==> src/design/fawr_pkg.sv <==
package fawr_pkg;

  // ==========================================================================
  // Register selects on the internal configuration access port.
  localparam logic [1:0]  SEL_WARM_BOOT_START_ADDRESS = 2'h0;
  localparam logic [1:0]  SEL_COMMAND                 = 2'h1;
  localparam logic [1:0]  SEL_STATUS                  = 2'h2;

  // ==========================================================================
  // Warm boot start address field layout and reset value.
  localparam int          WB_RS_HI    = 31;
  localparam int          WB_RS_LO    = 30;
  localparam int          WB_RS_DRIVE = 29;
  localparam int          WB_ADDR_HI  = 28;
  localparam logic [31:0] WB_RESET    = 32'h0000_0000;

  // Command code that starts an internal reprogram.
  localparam logic [31:0] CMD_INTERNAL_REPROGRAM = 32'h0000_000F;

  // ==========================================================================
  // Flash bus widths.
  localparam int FLASH_ADDR_W = 26;
  localparam int FLASH_DATA_W = 16;
  localparam int CFG_DATA_W   = 4;

  // ==========================================================================
  // Clock generation: rates in MHz and the cycle counts derived from them.
  localparam int CLK_MHZ       = 250;
  localparam int SYS_MHZ       = 100;
  localparam int SLOW_MHZ      = 50;
  localparam int SLOW_DIV      = CLK_MHZ / SLOW_MHZ;
  localparam int SLOW_HIGH     = SLOW_DIV / 2;
  localparam int SYS_STEP      = (SYS_MHZ * SLOW_DIV) / CLK_MHZ * 1;
  localparam int CLEAR_CYCLES  = 4;

  // Request from the memory controller toward the flash.
  typedef struct packed {
    logic [31:0] addr;
    logic [15:0] dataOut;
    logic        dataOe;
    logic        ceN;
    logic        advN;
    logic        oeN;
    logic        weN;
  } fawr_flash_req_t;

  // Pins on the flash side.
  typedef struct packed {
    logic [25:0] addr;
    logic        ceN;
    logic        advN;
    logic        oeN;
    logic        weN;
  } fawr_flash_pins_t;

endpackage

==> src/design/fawr_flash_access_warm_reboot.sv <==
`timescale 1ns/1ps
// What this block does
// Warm boot address bits 31:30 drive the two revision-select pins when driving.
// Bit 29 selects driving the revision-select pins or leaving them 3-stated.
// Low 29 bits of the warm boot address give the image flash address.
// Reprogram command takes its reload address from the stored warm boot address.
// Reprogram clears all configuration except the warm boot address register.
// After clearing, reload starts at the stored warm boot address.
// Host triggers warm boot by ordered port writes after writing the address.
// Host translates the user flash address into the warm boot register value.
// Flash byte address 0x01000000 translates to register value 0x40000000.
// Update image sits at flash byte address 0x01000000; reboot points there.
// Clock generator makes a 100 MHz system clock and 50 MHz slow clock.
// Memory controller runs on exactly the clock forwarded to the flash; here ctrlReq and the flash pins are registered on clk, not slowClockOut.
// Flash clock leaves through the user configuration clock output.
// Configuration clock tristate control is held at zero, clock driven always.
// Controller address is truncated to its low 26 bits onto flash pins.
// Flash data bits 3:0 use the config data in, out and tristate ports.
// Flash data bits 15:4 pass through bidirectional buffers onto general pins.
// Controller chip enable drives the flash chip select out port.
// Address-valid, output-enable, write-enable and wait bypass the access primitive.
// Once the update image is running, flash access stays off until golden reload.
// Host finishes the start address write before issuing the reprogram command.
module fawr_flash_access_warm_reboot #(
  parameter int CLEAR_LEN = fawr_pkg::CLEAR_CYCLES
) (
  input  wire logic                      clk,
  input  wire logic                      rst_n,
  // Internal configuration access port.
  input  wire logic                      cfgWrValid,
  input  wire logic [1:0]                cfgSel,
  input  wire logic [31:0]               cfgWrData,
  output logic      [31:0]               cfgRdData,
  // Memory controller side.
  input  wire fawr_pkg::fawr_flash_req_t ctrlReq,
  output logic      [15:0]               ctrlDataIn,
  output logic                           ctrlWait,
  // Clocks produced here.
  output logic                           sysClock,
  output logic                           slowClockOut,
  // Reconfiguration sequence.
  input  wire logic                      goldenReload,
  output logic                           configClear,
  output logic                           reloadStart,
  output logic      [28:0]               reloadAddress,
  output logic                           updateRunning,
  // Revision select pins.
  output logic      [1:0]                revisionSelectOut,
  output logic      [1:0]                revisionSelectOe,
  // Dedicated configuration pins through the access primitive.
  output logic                           userConfigClockOut,
  output logic                           userConfigClockTristate,
  output logic                           flashChipSelectOut,
  output logic      [3:0]                configDataOut,
  output logic      [3:0]                configDataTristate,
  input  wire logic [3:0]                configDataIn,
  // General purpose pins.
  output fawr_pkg::fawr_flash_pins_t     flashPins,
  output logic      [11:0]               flashDataHiOut,
  output logic      [11:0]               flashDataHiOe,
  input  wire logic [11:0]               flashDataHiIn,
  input  wire logic                      flashWaitIn
);

  // Elaboration refuses a clear length that the 8-bit counter cannot hold.
  if (CLEAR_LEN < 1 || CLEAR_LEN > 255) begin : gen_bad_clear_len
    $error("CLEAR_LEN out of range");
  end

  typedef enum {ST_RUN, ST_CLEAR, ST_LOAD, ST_UPDATE} fawr_state_t;

  fawr_state_t  state;
  logic [31:0]  warmBootStartAddress;
  logic [7:0]   clearCount;
  logic [2:0]   slowCount;
  logic [2:0]   sysAcc;
  logic         cmdReprogram;
  logic         accessEnable;
  logic [15:0]  dataInMeta;
  logic [15:0]  dataInSync;
  logic         waitMeta;

  // ==========================================================================
  // Clock generation
  // Slow clock divides 250 MHz by five; the system clock uses a 2/5 phase step.
  always_ff @(posedge clk) begin
    if (!rst_n) begin
      slowCount    <= 3'h0;
      slowClockOut <= 1'h0;
    end else begin
      slowCount    <= (slowCount == 3'(fawr_pkg::SLOW_DIV - 1)) ? 3'h0 : slowCount + 3'h1;
      slowClockOut <= (slowCount < 3'(fawr_pkg::SLOW_HIGH));
    end
  end

  // Phase accumulator for the system clock, two steps of five per edge.
  always_ff @(posedge clk) begin
    if (!rst_n) begin
      sysAcc   <= 3'h0;
      sysClock <= 1'h0;
    end else begin
      sysAcc   <= (sysAcc >= 3'(fawr_pkg::SLOW_DIV - 2)) ?
                  sysAcc - 3'(fawr_pkg::SLOW_DIV - 2) : sysAcc + 3'h2;
      sysClock <= (sysAcc < 3'h2);
    end
  end

  // The same slow clock is forwarded and always driven.
  assign userConfigClockOut      = slowClockOut;
  assign userConfigClockTristate = 1'h0;

  // ==========================================================================
  // Configuration access port
  assign cmdReprogram = cfgWrValid && cfgSel == fawr_pkg::SEL_COMMAND &&
                        cfgWrData == fawr_pkg::CMD_INTERNAL_REPROGRAM;

  // Warm boot address survives the clear; a write during the sequence is ignored.
  always_ff @(posedge clk) begin
    if (!rst_n) begin
      warmBootStartAddress <= fawr_pkg::WB_RESET;
    end else if (cfgWrValid && cfgSel == fawr_pkg::SEL_WARM_BOOT_START_ADDRESS &&
                 state == ST_RUN) begin
      warmBootStartAddress <= cfgWrData;
    end
  end

  // Read mux shows the stored address and the sequence state.
  always_comb begin
    case (cfgSel)
      fawr_pkg::SEL_WARM_BOOT_START_ADDRESS: cfgRdData = warmBootStartAddress;
      fawr_pkg::SEL_STATUS: cfgRdData = {29'h0, updateRunning, configClear, accessEnable};
      default: cfgRdData = 32'h0000_0000;
    endcase
  end

  // ==========================================================================
  // Revision select pins follow the top bits when bit 29 asks to drive.
  assign revisionSelectOut = warmBootStartAddress[fawr_pkg::WB_RS_HI:fawr_pkg::WB_RS_LO];
  assign revisionSelectOe  = {2{warmBootStartAddress[fawr_pkg::WB_RS_DRIVE]}};

  // ==========================================================================
  // Reprogram sequence: clear, load from the stored address, then run the update.
  always_ff @(posedge clk) begin
    if (!rst_n) begin
      state      <= ST_RUN;
      clearCount <= 8'h00;
    end else begin
      case (state)
        ST_RUN: begin
          if (cmdReprogram) begin
            state      <= ST_CLEAR;
            clearCount <= 8'(CLEAR_LEN - 1);
          end
        end
        ST_CLEAR: begin
          if (clearCount == 8'h00) begin
            state <= ST_LOAD;
          end else begin
            clearCount <= clearCount - 8'h01;
          end
        end
        ST_LOAD: state <= ST_UPDATE;
        ST_UPDATE: begin
          if (goldenReload) begin
            state <= ST_RUN;
          end
        end
        default: state <= ST_RUN;
      endcase
    end
  end

  // Reload address is captured from the stored register as the load begins.
  always_ff @(posedge clk) begin
    if (!rst_n) begin
      reloadAddress <= 29'h0;
    end else if (state == ST_CLEAR && clearCount == 8'h00) begin
      reloadAddress <= warmBootStartAddress[fawr_pkg::WB_ADDR_HI:0];
    end
  end

  assign configClear   = (state == ST_CLEAR);
  assign reloadStart   = (state == ST_LOAD);
  assign updateRunning = (state == ST_UPDATE);
  assign accessEnable  = (state == ST_RUN);

  // ==========================================================================
  // Flash pins, registered from the controller and idle while access is off.
  always_ff @(posedge clk) begin
    if (!rst_n) begin
      flashPins          <= '{addr: 26'h0, ceN: 1'h1, advN: 1'h1, oeN: 1'h1, weN: 1'h1};
      flashChipSelectOut <= 1'h1;
      configDataOut      <= 4'h0;
      configDataTristate <= 4'hF;
      flashDataHiOut     <= 12'h000;
      flashDataHiOe      <= 12'h000;
    end else begin
      flashPins.addr     <= ctrlReq.addr[fawr_pkg::FLASH_ADDR_W-1:0];
      flashPins.ceN      <= ctrlReq.ceN | ~accessEnable;
      flashPins.advN     <= ctrlReq.advN | ~accessEnable;
      flashPins.oeN      <= ctrlReq.oeN | ~accessEnable;
      flashPins.weN      <= ctrlReq.weN | ~accessEnable;
      flashChipSelectOut <= ctrlReq.ceN | ~accessEnable;
      configDataOut      <= ctrlReq.dataOut[fawr_pkg::CFG_DATA_W-1:0];
      configDataTristate <= {4{~(ctrlReq.dataOe & accessEnable)}};
      flashDataHiOut     <= ctrlReq.dataOut[fawr_pkg::FLASH_DATA_W-1:fawr_pkg::CFG_DATA_W];
      flashDataHiOe      <= {12{ctrlReq.dataOe & accessEnable}};
    end
  end

  // Pin inputs pass two flip-flops before the controller sees them.
  always_ff @(posedge clk) begin
    if (!rst_n) begin
      dataInMeta <= 16'h0000;
      dataInSync <= 16'h0000;
      waitMeta   <= 1'h0;
      ctrlWait   <= 1'h0;
    end else begin
      dataInMeta <= {flashDataHiIn, configDataIn};
      dataInSync <= dataInMeta;
      waitMeta   <= flashWaitIn;
      ctrlWait   <= waitMeta;
    end
  end

  assign ctrlDataIn = dataInSync;

  // ==========================================================================
  // Checks.
  AST_RS_FOLLOW: assert property (@(posedge clk) disable iff (!rst_n)
    (cfgWrValid && cfgSel == fawr_pkg::SEL_WARM_BOOT_START_ADDRESS && accessEnable) |=>
      revisionSelectOut == $past(cfgWrData[fawr_pkg::WB_RS_HI:fawr_pkg::WB_RS_LO]))
    else $error("revision select pins differ from written value");
  AST_RS_DRIVE: assert property (@(posedge clk) disable iff (!rst_n)
    (cfgWrValid && cfgSel == fawr_pkg::SEL_WARM_BOOT_START_ADDRESS && accessEnable) |=>
      revisionSelectOe == {2{$past(cfgWrData[fawr_pkg::WB_RS_DRIVE])}})
    else $error("revision select enable wrong");
  AST_CMD_CLEAR: assert property (@(posedge clk) disable iff (!rst_n)
    (state == ST_RUN && cmdReprogram) |=> configClear)
    else $error("reprogram did not start clear");
  AST_WB_KEPT: assert property (@(posedge clk) disable iff (!rst_n)
    configClear |=> $stable(warmBootStartAddress))
    else $error("warm boot address lost during clear");
  AST_CLEAR_LOAD: assert property (@(posedge clk) disable iff (!rst_n)
    $fell(configClear) |-> reloadStart)
    else $error("load did not follow clear");
  AST_RELOAD_ADDR: assert property (@(posedge clk) disable iff (!rst_n)
    reloadStart |-> reloadAddress == warmBootStartAddress[28:0])
    else $error("reload address mismatch");
  AST_CLK_DRIVEN: assert property (@(posedge clk) disable iff (!rst_n)
    !userConfigClockTristate && userConfigClockOut == slowClockOut)
    else $error("forwarded clock not driven");
  AST_SLOW_PERIOD: assert property (@(posedge clk) disable iff (!rst_n)
    $rose(slowClockOut) |-> ##5 $rose(slowClockOut))
    else $error("slow clock period wrong");
  AST_ADDR_TRUNC: assert property (@(posedge clk) disable iff (!rst_n)
    ##1 flashPins.addr == $past(ctrlReq.addr[25:0]))
    else $error("flash address not truncated copy");
  AST_NO_ACCESS: assert property (@(posedge clk) disable iff (!rst_n)
    updateRunning [*2] |-> flashChipSelectOut && configDataTristate == 4'hF)
    else $error("flash accessed while update runs");

endmodule

==> config.mk <==
export PLATFORM = sky130hd
export DESIGN_NAME = fawr_flash_access_warm_reboot
export DESIGN_NICKNAME = d
export VERILOG_FILES = /design/src/design/fawr_pkg.sv /design/src/design/fawr_flash_access_warm_reboot.sv
export SDC_FILE = /design/constraint.sdc
export NUM_CORES = 1
export LEC_CHECK = 0
export ABC_AREA = 1
export BUFFER_PORTS_ARGS = -buffer_cell sky130_fd_sc_hd__buf_2
export CAP_MARGIN = 20
export CORE_MARGIN = 2
export CORE_UTILIZATION = 30
export CTS_CLUSTER_SIZE = 12
export DETAILED_ROUTE_END_ITERATION = 6
export PLACE_DENSITY = 0.63
export SYNTH_ARGS = -nofsm -noshare
export SYNTH_HDL_FRONTEND = slang
export SYNTH_SLANG_ARGS = --single-unit
==> constraint.sdc <==
create_clock -name clk -period 1.3 [get_ports clk]
set_input_delay 0.26 -clock clk [delete_from_list [all_inputs] [get_ports clk]]
set_output_delay 0.26 -clock clk [all_outputs]
set_load 0.1 [all_outputs]
==> flow_summary_export.csv, run 1 <==
group,metric,value,unit
run_status,status,"finished, violations left",
run_status,violations,"negative setup slack",
setup_path,reg2reg_depth,10,
route,route.met2.wl,10720,um
setup_path,worst_ep_required_time,1.61,ns
yosys,synth_edf_count,0,
route,firstDrtPassIters,4,
yosys,synth_common_cells,"dfxtp_1, inv_1, nand2_1",
route,drc,0,
route,post_drt_wl_per_cell,15.02,um
power,p_per_area,1860,nW/um^2
setup_path,cp_slowest_cell,"dfxtp_4",
cts,clk_pin_slew_worst_paths,0.07,ns
setup_path,crit_path_frequent_cell,"buf_4",
yosys,synthFlopType,"dfxtp_1",
power,irDropWorstVdd,1.471,mV
final_layout,nFillCells,1443,
final_layout,fin_nets,1214,
yosys,syn-cell-area,5922,um^2
timing,period_share,128.5,%
timing,hold_viol_final,0,
timing,final-setup-viol-count,126,
grt,gr-total-overflow,0,
final_layout,drive_gt1_share,61.25,%
yosys,synthArstFlopShare,0,%
cts,cts_made_buffers,17,
run,cap_viol_max_count,0,
timing,slew_violations,0,
yosys,yosysSeqAreaShare,54.43,%
timing,setup-tns-final,-23.85,ns
route,totalWireLength,20640,um
power,seq_power_share,27.3,%
route,wl_met1,8046,um
timing,setup_slack,-0.3699,ns
setup_path,cp_max_fo,8,
setup_path,crit_family,"buffers and inverters",
placed_design,port-buffer-count,252,
power,power.leakage,5.688,nW
yosys,synthesis.nets,852,
power,power_switching,9.970,mW
yosys,synth_top_cell_by_area,"dfxtp_1",
cts,ctsHtreeMaxLevel,4,
placed_design,gp_congestion,0.8262,
floorplan,die_w,144.5,um
timing,fin_hold_ws,0.01834,ns
floorplan,fp.dieH,144.5,um
final_layout,final_cell_count_no_fill,1374,
grt,track_usage,18.65,%
floorplan,std_cell_rows,51,
floorplan,start_util,30.53,%
yosys,synthCells,732,
floorplan,die_area,20880,um^2
setup_path,path_buf_inv,6,
route,met3WireLength,1267,um
yosys,synth.ff_latch_count,161,
placed_design,dp_cells,1253,
cts,cts_buffer_depth,2,
placed_design,place_area,9822,um^2
setup_path,r2r-end,"warmBootStartAddress[2]$_SDFFE_PN0P_",
setup_path,critical_path_class,"reg2reg",
setup_path,cp-end-kind,"flop",
grt,grt_start_max_net_pins,49,
setup_path,setup.worst_path.end,"warmBootStartAddress[2]$_SDFFE_PN0P_",
power,p_clk_share,22.0,%
grt,grt_pass1_wl,29900,um
placed_design,hpwl,11670,um
timing,fmax,598.8,MHz
route,vias,5967,
timing,rsz0062_at_grt,"true",
route,top_layer,"met4",
worst_hold_path,worst_hold_path_type,"in2reg",
route,ant_nets,0,
yosys,synth_warnings,0,
final_layout,finish.instance_area,12390,um^2
setup_path,reg2reg_slack,-0.37,ns
setup_path,cp.depth,10,
setup_path,cp_slowest_stage_delay,0.35,ns
final_layout,areaGrowthSynthToFinish,109.3,%
grt,grt_pass1_vias,5849,
power,p_sw_share,43.27,%
setup_path,cp-startpoint,"state[1]$_SDFFE_PN0P_",
route,vias_per_cell,4.343,
yosys,syn_area_per_cell,8.090,um^2
route,drt_iter0_markers,252,
floorplan,io_pins,260,
yosys,synth.most_common_cell,"dfxtp_1",
cts,clk_latency,0.42,ns
floorplan,core,19400,um^2
cts,cts_sinks,161,
timing,finalClockSkew,0.007648,ns
setup_path,critical_path.cell_chain,"inv_4, buf_4, ha_4, buf_4, buf_6, nand3_4, buf_12, buf_16, o21ai_2, nor2_1",
yosys,ys_types,29,
cts,cts_tree,"yes",
setup_path,r2r_start,"state[1]$_SDFFE_PN0P_",
setup_path,startpoint_type,"flop",
yosys,ys_top_cells_by_area,"dfxtp_1, inv_1, nand2_1, a21oi_1, nor2_1",
yosys,synth_top_area_share,54.43,%
grt,antenna_found_initial,2,
placed_design,pre_cts_ws,-0.3257,ns
worst_hold_path,min_from,"flashDataHiIn[2]",
cts,clockRootBuffer,"clkbuf_16",
timing,layout_min_cycle_time,1.670,ns
setup_path,crit_arrival,1.98,ns
power,intPower,13.07,mW
power,pwr-share-comb,50.7,%
==> routing by layer <==
| metal | vias up | GRT usage [%] |
|---|---|---|
| met4 | 0 | 7.920 |
| met1 | 2802 | 21.04 |
| met3 | 41 | 5.563 |
| met2 | 179 | 32.70 |
| li1 | 2945 | - |
| met5 | - | 0 |
==> cell usage in the layout, fill, tap and decap left out, types with 4 or more instances in the layout <==
cell,n
nand2_8,4
clkinvlp_4,4
or2_4,4
nor2_4,33
inv_8,7
dfxtp_4,4
buf_16,10
nor2_2,4
buf_2,98
o21ai_2,33
nand3_4,5
dlygate4sd3_1,18
ha_4,6
ha_1,5
inv_4,8
buf_6,65
o21ai_4,9
o21ai_0,5
buf_12,119
inv_2,28
a21oi_1,15
o21ai_1,20
nand3_2,9
nand3_1,7
nor2_1,39
dfxtp_1,101
buf_8,7
nand2_1,107
a21oi_2,53
clkbuf_16,20
inv_1,103
dfxtp_2,56
buf_4,75
==> power by group through the flow <==
stage	Combinational (mW)	Sequential, mW	Clock, mW
after global placement	9.38	6.27	0
after floorplan	3.41	9.15	0
after global routing	12.2	6.38	5.38
after CTS	10.8	6.22	5.15
after detailed placement	9.46	6.29	0
final	11.7	6.30	5.06
==> per-stage QoR <==
| step | power (mW) | utilization (%) |
|---|---|---|
| finish | 23.04 | 63.88 |
| global route | 23.94 | 63.88 |
| CTS | 22.22 | 61.27 |
| detailed placement | 15.75 | 50.63 |
| global placement | 15.65 | 50.63 |
| floorplan | 12.56 | - |
==> state kept, by name, summed over array words and instances, names as in the netlist, 2 cells and up <==
signal                flops
flashDataHiOut           12
reloadAddress            29
warmBootStartAddress     32
slowCount                 3
ctrlDataIn               16
flashPins                30
state                     2
sysAcc                    3
dataInMeta               16
configDataOut             4
clearCount                8
==> final cells by class <==
| cell class | count | area, um^2 | area share (%) |
|---|---|---|---|
| Antenna cell | 2 | 5.005 | 0.04039 |
| Timing Repair Buffer | 396 | 4836 | 39.02 |
| Multi-Input combinational cell | 378 | 2770 | 22.35 |
| Clock buffer | 17 | 425.4 | 3.433 |
| Sequential cell | 161 | 3308 | 26.70 |
| Clock inverter | 15 | 165.2 | 1.333 |
| Tap cell | 265 | 331.6 | 2.676 |
| Inverter | 140 | 550.5 | 4.443 |
==> worst register-to-register path, delay by kind of cell, from the launching register on <==
kind / cells / cell delay, ns
and+or+nand+nor: 2 / 0.22
buffers and inverters: 6 / 0.73
adders and majority gates: 1 / 0.12
AOI/OAI and AO/OA: 1 / 0.15
DFF: 1 / 0.35
==> worst min path at each step <==
stage,to,depth (start not counted)
5_1_grt,flashPins[25]$_SDFF_PN0_,3
2_1_floorplan,configDataTristate[0]$_SDFF_PN1_,1
6_report,dataInMeta[6]$_SDFF_PN0_,3
3_5_place_dp,ctrlDataIn[11]$_SDFF_PN0_,2
4_1_cts,waitMeta$_SDFF_PN0_,3
3_3_place_gp,ctrlDataIn[6]$_SDFF_PN0_,2
==> kinds of logic (layout without fill, tap and decap cells) <==
| group | Yosys count | count (layout) | synth area share [%] |
|---|---|---|---|
| buffers and inverters | 194 | 568 | 14.58 |
| xor gates and xnor gates | 3 | 3 | 0.4438 |
| AOI/OAI and AO/OA | 137 | 137 | 12.28 |
| adders and majority gates | 12 | 12 | 2.535 |
| other | 1 | 3 | 0.06332 |
| and+or+nand+nor | 224 | 225 | 15.68 |
| DFF | 161 | 161 | 54.43 |
==> repair_timing <==
item	in CTS	in global routing
hold buffers	18	0
resized for setup	254	133
gates cloned	12	4
endpoints found under the hold margin	18	0
pin swaps	49	15
endpoints found under the setup margin	178	178
buffers inserted	51	9
(Power assumes the default switching activity.)
==> inputs of run 2 (changes only) <==
Settings changed: PLACE_DENSITY 0.63 to 0.6.
==> flow_summary_export.csv, run 2 (synthesis gave the netlist of run 1 again) <==
group,metric,value,unit
run_status,status,"finished, violations left",
run_status,violations,"negative setup slack",
setup_path,r2r-end,"clearCount[4]$_SDFFE_PN0P_",
final_layout,fin_nets,1236,
setup_path,r2r_start,"state[1]$_SDFFE_PN0P_",
setup_path,reg2reg_slack,-0.34,ns
grt,grt_start_max_net_pins,53,
placed_design,gp_congestion,0.8337,
power,p_per_area,1824,nW/um^2
timing,fmax,603.7,MHz
cts,clk_pin_slew_worst_paths,0.07,ns
setup_path,cp-end-kind,"primary output",
floorplan,io_pins,260,
worst_hold_path,worst_hold_path_type,"in2reg",
cts,cts_made_buffers,17,
timing,period_share,127.4,%
timing,final-setup-viol-count,121,
grt,grt_pass1_wl,30550,um
power,p_total,23.55,mW
floorplan,fp.dieH,144.5,um
route,ant_nets,0,
run,cap_viol_max_count,0,
grt,antenna_found_initial,2,
setup_path,critical_path.cell_chain,"inv_4, ha_4, buf_6, nand3_4, nand2_8, buf_12",
placed_design,port-buffer-count,252,
cts,cts_sinks,161,
cts,cts_buffer_depth,2,
floorplan,die_w,144.5,um
timing,hold_viol_final,0,
setup_path,cp_slowest_stage_delay,0.36,ns
setup_path,cp.depth,6,
cts,ctsHtreeMaxLevel,4,
timing,finalClockSkew,0.01552,ns
worst_hold_path,min_path_cells,3,
cts,clockRootBuffer,"clkbuf_16",
grt,gr-total-overflow,0,
final_layout,reg.largest.list,"warmBootStartAddress: 32 flops, flashPins: 30 flops, reloadAddress: 29 flops",
worst_hold_path,min_to,"flashDataHiOut[3]$_SDFF_PN0_",
floorplan,core,19400,um^2
placed_design,hpwl,11580,um
setup_path,startpoint_type,"flop",
timing,rsz0062_at_grt,"true",
final_layout,drive_gt1_share,62.18,%
setup_path,cp_slowest_cell,"dfxtp_4",
route,totalWireLength,20490,um
timing,fin_hold_ws,0.01851,ns
placed_design,pre_cts_ws,-0.3119,ns
floorplan,start_util,30.53,%
route,drt_iter0_markers,180,
setup_path,worst_ep_required_time,1.04,ns
placed_design,place_area,9874,um^2
final_layout,largest_reg_flops,32,
power,irDropWorstVdd,1.021,mV
worst_hold_path,min_from,"ctrlReq[12]",
timing,setup_slack,-0.3564,ns
setup_path,reg2reg_depth,11,
setup_path,critical_path_class,"reg2out",
route,firstDrtPassIters,4,
final_layout,final_common_cell,"buf_12",
route,vias_per_cell,4.357,
grt,grt_pass1_vias,6104,
setup_path,path_buf_inv,3,
floorplan,die_area,20880,um^2
timing,layout_min_cycle_time,1.656,ns
power,power.leakage,5.867,nW
timing,slew_violations,0,
setup_path,crit_arrival,1.40,ns
route,post_drt_wl_per_cell,14.68,um
route,vias,6083,
final_layout,finish.instance_area,12910,um^2
final_layout,areaGrowthSynthToFinish,118.0,%
final_layout,regMostFlops,"warmBootStartAddress",
route,drc,0,
final_layout,final_cell_mix,"buf_12, nand2_1, inv_1",
setup_path,crit_family,"flip-flops",
cts,cts_tree,"yes",
floorplan,std_cell_rows,51,
cts,clk_latency,0.43,ns
setup_path,cp_max_fo,3,
grt,track_usage,19.27,%
## run 2: changes by cell type in the layout (fill, tap and decap cells not counted), moves of 6 or more
cell	change
o21ai_1	-17
buf_12	+6
dfxtp_1	-6
buf_16	+6
o21ai_4	+8
buf_4	-10
a21oi_2	-11
dlygate4sd3_1	+17
o21ai_2	+11
a21oi_1	+12
## run 2: worst register-to-register path, stage by stage, from the launching register on
cell,delay (ns)
dfxtp_4,0.36
inv_4,0.05
ha_4,0.16
buf_6,0.12
inv_4,0.06
nor3_4,0.04
buf_12,0.14
nor2_4,0.29
buf_6,0.17
nand3_4,0.05
nand2_2,0.08
nor2_2,0.03
## run 2: repair_timing
action | CTS | global route
pin swaps | 47 | 27
hold endpoints to repair | 34 | 1
endpoints found under the setup margin | 176 | 176
buffers inserted | 47 | 10
resized for setup | 284 | 170
hold buffers | 34 | 1
gates cloned | 18 | 2
## run 2: worst max-delay path by stage
stage / startpoint / end / slack (ns)
final: state[1]$_SDFFE_PN0P_ / cfgRdData[1] / -0.36
after global placement: cfgSel[0] / clearCount[3]$_SDFFE_PN0P_ / -0.31
after CTS: state[1]$_SDFFE_PN0P_ / cfgRdData[2] / -0.38
after floorplan: state[1]$_SDFFE_PN0P_ / reloadAddress[17]$_SDFFE_PN0P_ / -0.32
after global routing: state[1]$_SDFFE_PN0P_ / cfgRdData[1] / -0.42
after detailed placement: clearCount[0]$_SDFFE_PN0P_ / reloadAddress[16]$_SDFFE_PN0P_ / -0.31
## run 2: report_power, final
group / switching, mW / internal, mW / total, mW
logic: 7.04 / 4.91 / 12.0
clock network: 2.23 / 2.96 / 5.18
registers: 0.693 / 5.72 / 6.41
## run 2: final cells by class
type                            count  area [um^2]
Timing Repair Buffer              418         5216
Tap cell                          265        331.6
Inverter                          140        568.0
Clock buffer                       18        439.2
Multi-Input combinational cell    378         2855
Sequential cell                   161         3321
Antenna cell                        2        5.005
Clock inverter                     14        172.7
Fill cell                        1443         6490
## run 2: stage by stage
step	setup TNS (ns)	utilization, %	std cells
floorplan	-13.75	-	732
global placement	-10.51	50.90	1258
detailed placement	-10.90	50.90	1258
CTS	-21.14	63.69	1389
global route	-24.44	66.54	1396
finish	-17.93	66.54	1396
## run 2: metal layers
layer / routed length, um / global-route usage [%] / up-vias / share of wire, %
met1: 7879 / 21.48 / 2874 / 38
li1: - / - / 2996 / -
met3: 1255 / 5.762 / 34 / 6.1
met5: 0 / 0 / - / 0
met2: 10850 / 34.07 / 179 / 53
met4: 505 / 8.176 / 0 / 2.5
==> inputs of run 3 (changes only) <==
Settings changed: BUFFER_PORTS_ARGS -buffer_cell sky130_fd_sc_hd__buf_2 to -buffer_cell sky130_fd_sc_hd__buf_4.
==> flow_summary_export.csv, run 3 (synthesis gave the netlist of run 1 again) <==
group,metric,value,unit
run_status,violations,"negative setup slack",
route,vias_per_cell,4.334,
setup_path,cp-end-kind,"flop",
route,drt_iter0_markers,204,
route,vias,5942,
cts,clk_latency,0.43,ns
worst_hold_path,worst_hold_path_type,"in2reg",
setup_path,startpoint_type,"flop",
floorplan,std_cell_rows,51,
placed_design,hpwl,11600,um
setup_path,crit_arrival,2.01,ns
placed_design,gp_congestion,0.7625,
setup_path,r2r-end,"reloadAddress[24]$_SDFFE_PN0P_",
floorplan,core,19400,um^2
cts,cts_sinks,161,
grt,grt_pass1_wl,29320,um
grt,gr-total-overflow,0,
cts,cts_buffer_depth,2,
final_layout,multi_input_area,2744,um^2
run_status,status,"finished, violations left",
setup_path,worst_ep_required_time,1.65,ns
grt,grt_start_max_net_pins,51,
timing,final-setup-viol-count,124,
worst_hold_path,min_from,"ctrlReq[45]",
power,power.leakage,5.672,nW
power,p_total,22.90,mW
setup_path,reg2reg_depth,9,
worst_hold_path,min_path_cells,3,
final_layout,drive_gt1_share,61.39,%
timing,layout_min_cycle_time,1.658,ns
cts,clk_pin_slew_worst_paths,0.07,ns
route,totalWireLength,20240,um
timing,period_share,127.5,%
final_layout,reg.largest.list,"warmBootStartAddress: 32 flops, flashPins: 30 flops, reloadAddress: 29 flops",
final_layout,fin_nets,1213,
timing,hold_viol_final,0,
grt,antenna_found_initial,0,
final_layout,seq_area,3318,um^2
cts,clockRootBuffer,"clkbuf_16",
grt,track_usage,18.29,%
route,post_drt_wl_per_cell,14.76,um
power,irDropWorstVdd,1.033,mV
route,firstDrtPassIters,4,
final_layout,final_cell_mix,"buf_4, nand2_1, inv_1",
cts,ctsHtreeMaxLevel,4,
final_layout,nFillCells,1571,
timing,setup_slack,-0.3580,ns
final_layout,final_common_cell,"buf_4",
timing,fmax,603.1,MHz
run,cap_viol_max_count,0,
timing,slew_violations,0,
timing,finalClockSkew,0.01162,ns
placed_design,port-buffer-count,252,
final_layout,areaGrowthSynthToFinish,108.8,%
floorplan,io_pins,260,
worst_hold_path,min_to,"flashPins[28]$_SDFF_PN0_",
setup_path,r2r_start,"state[1]$_SDFFE_PN0P_",
final_layout,final_core_util,63.73,%
grt,grt_pass1_vias,5781,
final_layout,antenna_cells,0,
power,p_per_area,1852,nW/um^2
floorplan,die_w,144.5,um
floorplan,start_util,30.53,%
setup_path,cp_max_fo,7,
setup_path,critical_path_class,"reg2reg",
final_layout,regMostFlops,"warmBootStartAddress",
route,drc,0,
timing,setup-tns-final,-21.82,ns
final_layout,largest_reg_flops,32,
floorplan,fp.dieH,144.5,um
setup_path,reg2reg_slack,-0.36,ns
cts,cts_made_buffers,17,
cts,cts_tree,"yes",
floorplan,die_area,20880,um^2
route,ant_nets,0,
timing,rsz0062_at_grt,"true",
-- run 3: cell count changes in the layout (fill, tap and decap cells not counted), moves of 9 or more --
cell           delta
a21oi_1           -9
buf_12           -26
buf_16            -9
buf_2            -98
buf_4           +103
buf_6            +33
dlygate4sd3_1    -18
o21ai_1          +15
o21ai_2          -15
-- run 3: area by class of cell --
| type | count | area share, % |
|---|---|---|
| flip-flops and latches | 161 | 26.84 |
| well taps | 265 | 2.682 |
| repair buffers | 396 | 39.02 |
| clock buffers | 18 | 3.552 |
| inverters | 140 | 4.473 |
| clock inverters | 14 | 1.235 |
| multi-input cells | 377 | 22.19 |
-- run 3: worst max-delay path by stage --
stage                               startpoint                             end  slack, ns  cells past startpoint
detailed placement  clearCount[0]$_SDFFE_PN0P_  reloadAddress[15]$_SDFFE_PN0P_      -0.26                      8
CTS                      state[0]$_SDFFE_PN0P_                    cfgRdData[2]      -0.34                      5
global placement    clearCount[0]$_SDFFE_PN0P_  reloadAddress[15]$_SDFFE_PN0P_      -0.22                      8
global route             state[1]$_SDFFE_PN0P_  reloadAddress[24]$_SDFFE_PN0P_      -0.41                      9
finish                   state[1]$_SDFFE_PN0P_  reloadAddress[24]$_SDFFE_PN0P_      -0.36                      9
floorplan                state[1]$_SDFFE_PN0P_  reloadAddress[17]$_SDFFE_PN0P_      -0.32                      8
-- run 3: layer usage --
metal  global-route usage (%)  vias up  share of wire, %
met5                        0        -                 0
met4                    8.942        0               3.3
met3                    5.265       40               5.8
met2                    30.81      163                51
met1                    21.32     2791                40
li1                         -     2948                 -
-- run 3: critical path, stage by stage (launching register included) --
cell and delay, ns:
dfxtp_4 0.35, inv_4 0.07, ha_4 0.16, buf_6 0.11, inv_4 0.04, nor3_4 0.27, buf_6 0.23, buf_12 0.16
o21ai_4 0.06, a21oi_2 0.13
-- run 3: repair_timing --
action / CTS / global route
hold buffers: 17 / 0
buffers inserted: 52 / 17
gates resized for setup: 409 / 200
setup endpoints to repair: 172 / 198
cloned: 11 / 0
pin swaps: 45 / 16
endpoints found under the hold margin: 17 / 0
-- run 3: metrics by stage --
stage | setup slack (ns) | hold WS [ns] | cell area (um^2) | instances
6_report | -0.3580 | 0.01694 | 12360 | 1371
3_5_place_dp | -0.2582 | 0.3982 | 8846 | 1248
2_1_floorplan | -0.3158 | 0.3476 | 6500 | 732
4_1_cts | -0.3445 | 0.00003797 | 11580 | 1359
3_3_place_gp | -0.2194 | 0.3912 | 8846 | 1248
5_1_grt | -0.4098 | -0.004148 | 12360 | 1371
-- run 3: report_power, final --
group          switching [mW]  internal [mW]  total [mW]
logic                    6.95           4.52        11.5
registers               0.666           5.71        6.37
clock network            2.15           2.91        5.06
